File: src/dpc_defines.svh
// Register offsets, field positions, reset values and sizes of the digital port and counter block.
`ifndef DPC_DEFINES_SVH
`define DPC_DEFINES_SVH

// Register byte offsets; counter n sits at base + n times stride.
`define DPC_OFF_DIR 8'h00
`define DPC_OFF_DOUT 8'h04
`define DPC_OFF_DIN 8'h08
`define DPC_OFF_DSMP 8'h0C
`define DPC_FLD_CFG 2'h0
`define DPC_FLD_VAL 2'h1
`define DPC_FLD_HOLD 2'h2
`define DPC_CNT_GRP_FIRST 2'h1

// Reset values.
`define DPC_DIR_RST 4'hC
`define DPC_DOUT_RST 32'h0000_0000
`define DPC_CFG_RST 20'h0_0000
`define DPC_CNT_RST 32'h0000_0000

// Counter configuration fields.
`define DPC_CFG_W 20
`define DPC_CFG_A_SEL 4:0
`define DPC_CFG_A_EN 5
`define DPC_CFG_B_SEL 10:6
`define DPC_CFG_B_EN 11
`define DPC_CFG_R_SEL 16:12
`define DPC_CFG_R_EN 17
`define DPC_CFG_MODE 19:18

// Sizes.
`define DPC_NCNT 3
`define DPC_NLINE 32
`define DPC_PORT_W 16
`define DPC_GRP_W 8
`define DPC_NGRP 4
`define DPC_CNT_ONE 32'h0000_0001
`define DPC_CNT_MAX 32'hFFFF_FFFF

// Pulse time resolution is one clock period.
`define DPC_CLK_PERIOD_NS 25

// AXI responses.
`define DPC_RESP_OKAY 2'h0
`define DPC_RESP_SLVERR 2'h2

`endif

File: src/dpc_pkg.sv
// Types shared by the digital port and counter block.
package dpc_pkg;

    typedef enum logic [1:0] {
        dpc_mode_event,
        dpc_mode_updn,
        dpc_mode_quad,
        dpc_mode_ptime
    } dpc_mode_t;

endpackage : dpc_pkg

File: src/dpc_cnt_if.sv
// Connection between the block top and one counter channel.
`timescale 1ns/1ps

interface dpc_cnt_if;
    logic en;
    dpc_pkg::dpc_mode_t mode;
    logic a;
    logic b;
    logic clr;
    logic smp;
    logic [31:0] value;
    logic [31:0] hold;

    modport ctl (
        output en,
        output mode,
        output a,
        output b,
        output clr,
        output smp,
        input value,
        input hold
    );

    modport cnt (
        input en,
        input mode,
        input a,
        input b,
        input clr,
        input smp,
        output value,
        output hold
    );
endinterface : dpc_cnt_if

File: src/dpc_sync.sv
// Two flip-flop synchroniser for all digital port lines.
`timescale 1ns/1ps
`include "dpc_defines.svh"

module dpc_sync (
    // Clock and reset
    input wire logic clk,
    input wire logic rst_b,
    // Data
    input wire logic [`DPC_NLINE-1:0] d,
    output logic [`DPC_NLINE-1:0] q
);

    logic [`DPC_NLINE-1:0] meta_r;

    always_ff @(posedge clk) begin
        if (!rst_b) begin
            meta_r <= '0;
            q <= '0;
        end else begin
            meta_r <= d;
            q <= meta_r;
        end
    end

endmodule : dpc_sync

File: src/dpc_counter.sv
// One 32-bit counter channel with event, up/down, quadrature and pulse time modes.
`timescale 1ns/1ps
`include "dpc_defines.svh"

module dpc_counter (
    // Clock and reset
    input wire logic clk,
    input wire logic rst_b,
    // Channel
    dpc_cnt_if.cnt bus
);

    logic a_p_r;
    logic b_p_r;
    logic [31:0] run_r;
    logic seen_r;
    logic a_rise;
    logic chg_a;
    logic chg_b;

    assign a_rise = bus.a && !a_p_r;
    assign chg_a = bus.a ^ a_p_r;
    assign chg_b = bus.b ^ b_p_r;

    always_ff @(posedge clk) begin
        if (!rst_b) begin
            a_p_r <= 1'b0;
            b_p_r <= 1'b0;
        end else begin
            a_p_r <= bus.a;
            b_p_r <= bus.b;
        end
    end

    // Count value; the external clear overrides everything else.
    always_ff @(posedge clk) begin
        if (!rst_b) begin
            bus.value <= `DPC_CNT_RST;
        end else if (bus.clr) begin
            bus.value <= `DPC_CNT_RST;
        end else if (bus.en) begin
            unique case (bus.mode)
                dpc_pkg::dpc_mode_event: begin
                    if (a_rise) begin
                        bus.value <= bus.value + `DPC_CNT_ONE;
                    end
                end
                dpc_pkg::dpc_mode_updn: begin
                    if (a_rise) begin
                        bus.value <= bus.b ? bus.value - `DPC_CNT_ONE : bus.value + `DPC_CNT_ONE;
                    end
                end
                dpc_pkg::dpc_mode_quad: begin
                    if (chg_a && !chg_b) begin
                        bus.value <= (bus.a ^ bus.b) ? bus.value + `DPC_CNT_ONE : bus.value - `DPC_CNT_ONE;
                    end else if (chg_b && !chg_a) begin
                        bus.value <= (bus.a ^ bus.b) ? bus.value - `DPC_CNT_ONE : bus.value + `DPC_CNT_ONE;
                    end
                end
                dpc_pkg::dpc_mode_ptime: begin
                    if (a_rise && seen_r) begin
                        bus.value <= run_r;
                    end
                end
            endcase
        end
    end

    // Interval timer between rising edges; saturates at the top of its range.
    always_ff @(posedge clk) begin
        if (!rst_b) begin
            run_r <= `DPC_CNT_RST;
            seen_r <= 1'b0;
        end else if (bus.clr || !bus.en || bus.mode != dpc_pkg::dpc_mode_ptime) begin
            run_r <= `DPC_CNT_RST;
            seen_r <= 1'b0;
        end else if (a_rise) begin
            run_r <= `DPC_CNT_ONE;
            seen_r <= 1'b1;
        end else if (run_r != `DPC_CNT_MAX) begin
            run_r <= run_r + `DPC_CNT_ONE;
        end
    end

    always_ff @(posedge clk) begin
        if (!rst_b) begin
            bus.hold <= `DPC_CNT_RST;
        end else if (bus.smp) begin
            bus.hold <= bus.value;
        end
    end

endmodule : dpc_counter

File: src/dpc_top.sv
// Digital ports and counters with an AXI4-Lite register slave.
//
// Implementation choices: the address map and register access over AXI4-Lite.
`timescale 1ns/1ps
`include "dpc_defines.svh"

module dpc_top (
    // Clock and reset
    input wire logic clk,
    input wire logic rst_b,
    // AXI4-Lite write address
    input wire logic s_axi_awvalid,
    output logic s_axi_awready,
    input wire logic [7:0] s_axi_awaddr,
    // AXI4-Lite write data
    input wire logic s_axi_wvalid,
    output logic s_axi_wready,
    input wire logic [31:0] s_axi_wdata,
    input wire logic [3:0] s_axi_wstrb,
    // AXI4-Lite write response
    output logic s_axi_bvalid,
    input wire logic s_axi_bready,
    output logic [1:0] s_axi_bresp,
    // AXI4-Lite read address
    input wire logic s_axi_arvalid,
    output logic s_axi_arready,
    input wire logic [7:0] s_axi_araddr,
    // AXI4-Lite read data
    output logic s_axi_rvalid,
    input wire logic s_axi_rready,
    output logic [31:0] s_axi_rdata,
    output logic [1:0] s_axi_rresp,
    // Sample instant from the analog sampler
    input wire logic sample_stb,
    // Digital port A
    input wire logic [`DPC_PORT_W-1:0] pa_i,
    output logic [`DPC_PORT_W-1:0] pa_o,
    output logic [`DPC_PORT_W-1:0] pa_oe,
    // Digital port B
    input wire logic [`DPC_PORT_W-1:0] pb_i,
    output logic [`DPC_PORT_W-1:0] pb_o,
    output logic [`DPC_PORT_W-1:0] pb_oe
);

    // ****************************************
    // Registers and internal signals
    // ****************************************

    // Direction of each group of eight lines while reset is held.
    localparam logic [`DPC_NGRP-1:0] dir_rst = `DPC_DIR_RST;

    logic [`DPC_NGRP-1:0] dir_r;
    logic [31:0] dout_r;
    logic [`DPC_NLINE-1:0] oe_r;
    logic [`DPC_NLINE-1:0] pins_s;
    logic [`DPC_NLINE-1:0] din_smp_r;
    logic [`DPC_CFG_W-1:0] cfg_r [`DPC_NCNT];
    logic [31:0] cnt_val [`DPC_NCNT];
    logic [31:0] cnt_hold [`DPC_NCNT];

    logic aw_have_r;
    logic [7:0] awaddr_r;
    logic w_have_r;
    logic [31:0] wdata_r;
    logic [3:0] wstrb_r;
    logic do_wr;
    logic wr_ok;
    logic [1:0] wr_idx;
    logic wr_cnt;

    logic [31:0] rd_nxt;
    logic rd_err;

    // ****************************************
    // Pin synchronisation and sampling
    // ****************************************

    dpc_sync u_sync (
        .clk (clk),
        .rst_b (rst_b),
        .d ({pb_i, pa_i}),
        .q (pins_s)
    );

    always_ff @(posedge clk) begin
        if (!rst_b) begin
            din_smp_r <= '0;
        end else if (sample_stb) begin
            din_smp_r <= pins_s;
        end
    end

    // ****************************************
    // Output drivers
    // ****************************************

    genvar gl;
    generate
        for (gl = 0; gl < `DPC_NLINE; gl++) begin : g_oe
            always_ff @(posedge clk) begin
                if (!rst_b) begin
                    oe_r[gl] <= dir_rst[gl / `DPC_GRP_W];
                end else begin
                    oe_r[gl] <= dir_r[gl / `DPC_GRP_W];
                end
            end
        end
    endgenerate

    assign pa_oe = oe_r[`DPC_PORT_W-1:0];
    assign pb_oe = oe_r[`DPC_NLINE-1:`DPC_PORT_W];
    assign pa_o = dout_r[`DPC_PORT_W-1:0];
    assign pb_o = dout_r[`DPC_NLINE-1:`DPC_PORT_W];

    // ****************************************
    // Counter channels
    // ****************************************

    // Counter inputs come from the synchronised pins, so a pulse is seen only when it stands
    // at least one clock high and one clock low.
    genvar gc;
    generate
        for (gc = 0; gc < `DPC_NCNT; gc++) begin : g_cnt
            dpc_cnt_if u_if ();

            assign u_if.en = cfg_r[gc][`DPC_CFG_A_EN];
            assign u_if.mode = dpc_pkg::dpc_mode_t'(cfg_r[gc][`DPC_CFG_MODE]);
            assign u_if.a = pins_s[cfg_r[gc][`DPC_CFG_A_SEL]];
            assign u_if.b = cfg_r[gc][`DPC_CFG_B_EN] & pins_s[cfg_r[gc][`DPC_CFG_B_SEL]];
            assign u_if.clr = cfg_r[gc][`DPC_CFG_R_EN] & pins_s[cfg_r[gc][`DPC_CFG_R_SEL]];
            assign u_if.smp = sample_stb;
            assign cnt_val[gc] = u_if.value;
            assign cnt_hold[gc] = u_if.hold;

            dpc_counter u_cnt (
                .clk (clk),
                .rst_b (rst_b),
                .bus (u_if.cnt)
            );
        end
    endgenerate

    // ****************************************
    // AXI4-Lite write channel
    // ****************************************

    function automatic logic [31:0] merge(input logic [31:0] old, input logic [31:0] nw, input logic [3:0] strb);
        logic [31:0] res;
        res = old;
        for (int i = 0; i < 4; i++) begin
            if (strb[i]) begin
                res[i*8 +: 8] = nw[i*8 +: 8];
            end
        end
        return res;
    endfunction : merge

    // A new write waits while the previous response is still unanswered.
    assign do_wr = aw_have_r && w_have_r && !s_axi_bvalid;
    assign wr_cnt = awaddr_r[7:6] == 2'h0 && awaddr_r[5:4] != 2'h0 && awaddr_r[3:2] == `DPC_FLD_CFG
        && awaddr_r[1:0] == 2'h0;
    assign wr_idx = awaddr_r[5:4] - `DPC_CNT_GRP_FIRST;
    assign wr_ok = awaddr_r == `DPC_OFF_DIR || awaddr_r == `DPC_OFF_DOUT || wr_cnt;

    always_ff @(posedge clk) begin
        if (!rst_b) begin
            aw_have_r <= 1'b0;
            awaddr_r <= 8'h00;
            s_axi_awready <= 1'b1;
        end else if (s_axi_awvalid && s_axi_awready) begin
            aw_have_r <= 1'b1;
            awaddr_r <= s_axi_awaddr;
            s_axi_awready <= 1'b0;
        end else if (do_wr) begin
            aw_have_r <= 1'b0;
            s_axi_awready <= 1'b1;
        end
    end

    always_ff @(posedge clk) begin
        if (!rst_b) begin
            w_have_r <= 1'b0;
            wdata_r <= 32'h0000_0000;
            wstrb_r <= 4'h0;
            s_axi_wready <= 1'b1;
        end else if (s_axi_wvalid && s_axi_wready) begin
            w_have_r <= 1'b1;
            wdata_r <= s_axi_wdata;
            wstrb_r <= s_axi_wstrb;
            s_axi_wready <= 1'b0;
        end else if (do_wr) begin
            w_have_r <= 1'b0;
            s_axi_wready <= 1'b1;
        end
    end

    always_ff @(posedge clk) begin
        if (!rst_b) begin
            s_axi_bvalid <= 1'b0;
            s_axi_bresp <= `DPC_RESP_OKAY;
        end else if (do_wr) begin
            s_axi_bvalid <= 1'b1;
            s_axi_bresp <= wr_ok ? `DPC_RESP_OKAY : `DPC_RESP_SLVERR;
        end else if (s_axi_bready) begin
            s_axi_bvalid <= 1'b0;
        end
    end

    // ****************************************
    // Writable registers
    // ****************************************

    always_ff @(posedge clk) begin
        if (!rst_b) begin
            dir_r <= `DPC_DIR_RST;
        end else if (do_wr && awaddr_r == `DPC_OFF_DIR && wstrb_r[0]) begin
            dir_r <= wdata_r[`DPC_NGRP-1:0];
        end
    end

    always_ff @(posedge clk) begin
        if (!rst_b) begin
            dout_r <= `DPC_DOUT_RST;
        end else if (do_wr && awaddr_r == `DPC_OFF_DOUT) begin
            dout_r <= merge(dout_r, wdata_r, wstrb_r);
        end
    end

    genvar gr;
    generate
        for (gr = 0; gr < `DPC_NCNT; gr++) begin : g_cfg
            always_ff @(posedge clk) begin
                if (!rst_b) begin
                    cfg_r[gr] <= `DPC_CFG_RST;
                end else if (do_wr && wr_cnt && wr_idx == 2'(gr)) begin
                    cfg_r[gr] <= `DPC_CFG_W'(merge(32'(cfg_r[gr]), wdata_r, wstrb_r));
                end
            end
        end
    endgenerate

    // ****************************************
    // AXI4-Lite read channel
    // ****************************************

    // Read data are latched when the address is taken and stand until rready.
    always_comb begin
        logic [1:0] idx;
        idx = s_axi_araddr[5:4] - `DPC_CNT_GRP_FIRST;
        rd_nxt = 32'h0000_0000;
        rd_err = 1'b0;
        if (s_axi_araddr[1:0] != 2'h0 || s_axi_araddr[7:6] != 2'h0) begin
            rd_err = 1'b1;
        end else if (s_axi_araddr[5:4] == 2'h0) begin
            unique case (s_axi_araddr[3:2])
                2'h0: rd_nxt = {28'h000_0000, dir_r};
                2'h1: rd_nxt = dout_r;
                2'h2: rd_nxt = pins_s;
                2'h3: rd_nxt = din_smp_r;
            endcase
        end else begin
            unique case (s_axi_araddr[3:2])
                `DPC_FLD_CFG: rd_nxt = {12'h000, cfg_r[idx]};
                `DPC_FLD_VAL: rd_nxt = cnt_val[idx];
                `DPC_FLD_HOLD: rd_nxt = cnt_hold[idx];
                default: rd_err = 1'b1;
            endcase
        end
    end

    always_ff @(posedge clk) begin
        if (!rst_b) begin
            s_axi_arready <= 1'b1;
            s_axi_rvalid <= 1'b0;
            s_axi_rdata <= 32'h0000_0000;
            s_axi_rresp <= `DPC_RESP_OKAY;
        end else if (s_axi_arvalid && s_axi_arready) begin
            s_axi_arready <= 1'b0;
            s_axi_rvalid <= 1'b1;
            s_axi_rdata <= rd_nxt;
            s_axi_rresp <= rd_err ? `DPC_RESP_SLVERR : `DPC_RESP_OKAY;
        end else if (s_axi_rvalid && s_axi_rready) begin
            s_axi_rvalid <= 1'b0;
            s_axi_arready <= 1'b1;
        end
    end

endmodule : dpc_top

File: config.mk
export PLATFORM = sky130hd
export DESIGN_NAME = dpc_top
export DESIGN_NICKNAME = d
export VERILOG_FILES = /design/src/dpc_pkg.sv /design/src/dpc_cnt_if.sv /design/src/dpc_sync.sv /design/src/dpc_counter.sv /design/src/dpc_top.sv
export VERILOG_INCLUDE_DIRS = /design/src
export SDC_FILE = /design/constraint.sdc
export NUM_CORES = 2
export LEC_CHECK = 0
export BUFFER_PORTS_ARGS = -buffer_cell sky130_fd_sc_hd__buf_2
export CORE_MARGIN = 1
export CORE_UTILIZATION = 25
export CTS_CLUSTER_SIZE = 25
export DETAILED_ROUTE_END_ITERATION = 7
export PLACE_DENSITY = 0.37
export RECOVER_POWER = 100
export SLEW_MARGIN = 20
export SYNTH_ARGS = -nofsm -noshare
export SYNTH_HDL_FRONTEND = slang
export SYNTH_HIERARCHICAL = 1
export SYNTH_SLANG_ARGS = --single-unit
export TNS_END_PERCENT = 1
File: constraint.sdc
create_clock -name clk -period 6 [get_ports clk]
set_clock_uncertainty 0.15 [all_clocks]
set_input_delay 1.8 -clock clk [delete_from_list [all_inputs] [get_ports clk]]
set_output_delay 1.8 -clock clk [all_outputs]
set_load 0.02 [all_outputs]
==> out/results.ini <==
[routing]
wl_per_cell_um = 23.92
dr.first_iter.drc_count = 2178
drt-vias-per-instance = 5.185
vias = 28580
firstDrtPassIters = 5
drcViolationCount = 0
postRouteAntennaNets = 0
drt-total-wl_um = 131900

[pwr]
p_per_area_nw_per_um2 = 258.6
pwr-share-clk_pct = 45.6
ir_drop_v = 0.0001803
sw_frac_of_total_pct = 28.51
p_leak_nw = 13.06
seqPwrFrac_pct = 42.8
internal_power_mw = 6.948
switchingPower_mw = 2.770
comb_power_share_pct = 11.7
finalPower_mw = 9.718

[min_path]
hold_path_class = register to register
holdPathStages = 1
hold_end = u_sync/q[0]$_SDFF_PN0_
hold_start = u_sync/meta_r[0]$_SDFF_PN0_

[yosys]
synth_area_leaders = dfxtp_1 31%, mux2i_1 7.5%, edfxtp_1 5.4%
async_flop_share_pct = 0
synth_top_area_share_pct = 31.01
syn_area_um2 = 33440
synth-seq-area-share_pct = 36.40
synth_cell_types = 101
synth_edf_count = 60
yosys_warnings = 6
synth-simple-area-share_pct = 22.82
synth_top_family_by_area = simple AND/OR/NAND/NOR gates
synth_area_leader_cell = dfxtp_1
synth_xor_area_share_pct = 4.198
syn_area_per_cell_um2 = 8.939
synth_seq_cells = 578
muxShareOfSynthArea_pct = 13.82
synth_compound_area_share_pct = 16.22
synth_ff_type = dfxtp_1
synthesis.instances = 3741
synth_adder_area_share_pct = 0.5986

[clock_network]
cts_max_level = 3
cts_buffers = 73
clk_path_buf_depth = 3
post_cts_buffers = 0
cts.clk_slew.worst_paths_ns = 0.06
ctsHoldBuffers = 0
cts_tree = built
cts_resized = 0
insertion_delay_ns = 0.67
clkSinkCount = 578
root_buffer = clkbuf_16

[sta]
setup_viol = 0
fin_crit_sh_pct = 88.40
whs_ns = 0.2958
slew_headroom_pct = -109.2
worst_pin_slew_ns = 3.138
timing.setup.tns_ns = 0
finalHoldViolations = 0
period_minus_slack_ns = 5.304
slew_violations = 399
fmax_ghz = 0.1885
rsz0062_at_grt = no
fin_ws_ns = 0.6957

[critical_path]
timing_worst_setup_path_type = input pin to register
max_stage_delay_ns = 1.67
r2r-start = cfg_r[2][0]$_SDFFCE_PN0P_
r2r_end = g_cnt[2].u_cnt/bus.value[16]$_SDFFE_PP0P_
crit_chain = clkbuf_1, inv_1, ha_1, nand2_1, o2111ai_1, a32o_1
cp_max_fo = 37
r2r_cells = 12
critPathArrivalTime_ns = 5.77
crit_path_end_kind = register
rrSetupSlack_ns = 0.72
startpoint_type = input pin
critical_path_required_ns = 6.46
cp_slowest_cell = ha_1

[run_status]
status = finished with violations
violations = capacitance limit, slew limit

[grt]
grt_max_degree = 101
antenna_found_initial = 7
grt_pass1_wl_um = 195300
gr-usage-all-layers_pct = 19.08
grt_pass1_vias = 27760
grt_overflow_total = 0

[place]
place_area_um2 = 35460
gp_congestion = 0.8343
hpwl_um = 94160
pre_cts_slack_ns = 1.322
place.port_buffers = 194
dp_cells = 5379

[floorplan]
row_count = 133
core-area_um2 = 132100
die-area_um2 = 135200
chipHeight_um = 367.7
die_w_um = 367.7
io_pins = 197
initial_utilization_pct = 25.31

[final_layout]
syn_to_final_growth_pct = 12.37
final_area_um2 = 37580
final_util_pct = 28.44
final_layout_size_suffix_gt1_share_pct = 13.11
nets = 3807
post_layout_nonfiller_instances = 5512

[flow_run]
drv_cap = 8

-- state kept, by name, indices dropped and copies added (netlist names), 60 cells and up --
signal	flops
g_cnt.u_cnt/run_r	96
g_cnt.u_cnt/bus.value	96
cfg_r	60
g_cnt.u_cnt/bus.hold	96
-- cells in the final DEF, fill, tap and decap left out, drive strengths merged, types with 28 or more instances in the layout --
master / count
xnor2: 78
and3: 50
clkbuf: 219
mux4: 76
nor2: 196
nor3: 79
a21oi: 142
o21ai: 180
nor2b: 148
a221o: 28
or3: 31
mux2: 35
nor4: 45
and2: 154
nand4: 56
edfxtp: 60
nand3: 148
nand2: 366
inv: 59
a22oi: 32
dfxtp: 518
mux2i: 251
a31oi: 41
o22ai: 51
a21boi: 59
xor2: 69
buf: 146
and4: 29
a221oi: 36
o211ai: 30
-- synth_stat cells (16+ instances only) --
cell type  number
a211oi_1       18
a21boi_0       59
a21oi_1       142
a221o_1        28
a221oi_1       36
a22oi_1        32
a31oi_1        41
a32o_1         24
and2_1         80
and2_2         73
and3_1         50
and4_1         29
buf_1          38
buf_2          52
buf_4          43
clkbuf_1      229
dfxtp_1       518
edfxtp_1       60
ha_1           16
inv_1          55
mux2_2         34
mux2i_1       251
mux4_2         76
nand2_1       366
nand2b_1       21
nand3_1       147
nand4_1        52
nor2_1        196
nor2b_1       148
nor3_1         72
nor4_1         37
o2111ai_1      21
o211ai_1       30
o21ai_0       179
o22ai_1        50
or3_1          29
xnor2_1        78
xor2_1         69
-- routing by layer --
metal / GRT usage (%) / share of wire, % / vias to the layer above
li1: - / - / 13560
met1: 26.49 / 47 / 14080
met2: 30.79 / 46 / 812
met3: 2.774 / 5.0 / 123
met4: 4.860 / 1.9 / 4
met5: 0 / 0.020 / -
-- cells by family after synthesis --
logic type                 Yosys count
other                                1
xor gates and xnor gates           152
muxes                              362
buffers and inverters              439
adders and majority gates           16
and+or+nand+nor                   1401
DFF                                578
AOI/OAI and AO/OA                  792
-- how the worst max path moves through the flow --
stage	startpoint	end	slack, ns	depth (start not counted)
after global placement	cfg_r[1][6]$_SDFFCE_PN0P_	g_cnt[1].u_cnt/bus.value[15]$_SDFFE_PP0P_	1.35	12
final	s_axi_araddr[5]	s_axi_rdata[6]$_SDFFE_PN0P_	0.70	6
after detailed placement	cfg_r[2][0]$_SDFFCE_PN0P_	g_cnt[2].u_cnt/bus.value[21]$_SDFFE_PP0P_	1.32	12
after floorplan	cfg_r[0][0]$_SDFFCE_PN0P_	g_cnt[0].u_cnt/bus.value[30]$_SDFFE_PP0P_	1.81	14
after CTS	cfg_r[1][6]$_SDFFCE_PN0P_	g_cnt[1].u_cnt/bus.value[22]$_SDFFE_PP0P_	1.29	11
after global routing	cfg_r[2][0]$_SDFFCE_PN0P_	g_cnt[2].u_cnt/bus.value[21]$_SDFFE_PP0P_	0.49	12
-- power by group through the flow --
stage | combinational, mW | sequential (mW) | clock, mW
finish | 1.13 | 4.16 | 4.43
global placement | 1.14 | 4.24 | 0
global route | 1.23 | 4.16 | 4.74
detailed placement | 1.13 | 4.24 | 0
CTS | 1.14 | 4.15 | 4.58
floorplan | 0.847 | 4.11 | 0
-- critical path: cells and delay by family --
kind                       cells  cell delay, ns
AOI/OAI and AO/OA              2            0.98
buffers and inverters          2            0.26
and+or+nand+nor                1            1.04
adders and majority gates      1            1.67
-- area by class of cell --
type                    count  area, um2
diodes                      3      7.507
clock buffers              99       2057
clock inverters            31      300.3
fillers                 14310      94550
inverters                  55      206.4
multi-input cells        2725      19290
flip-flops and latches    578      12170
well taps                1755       2196
repair buffers            266       1348
Power figures use the tool's default switching activity.
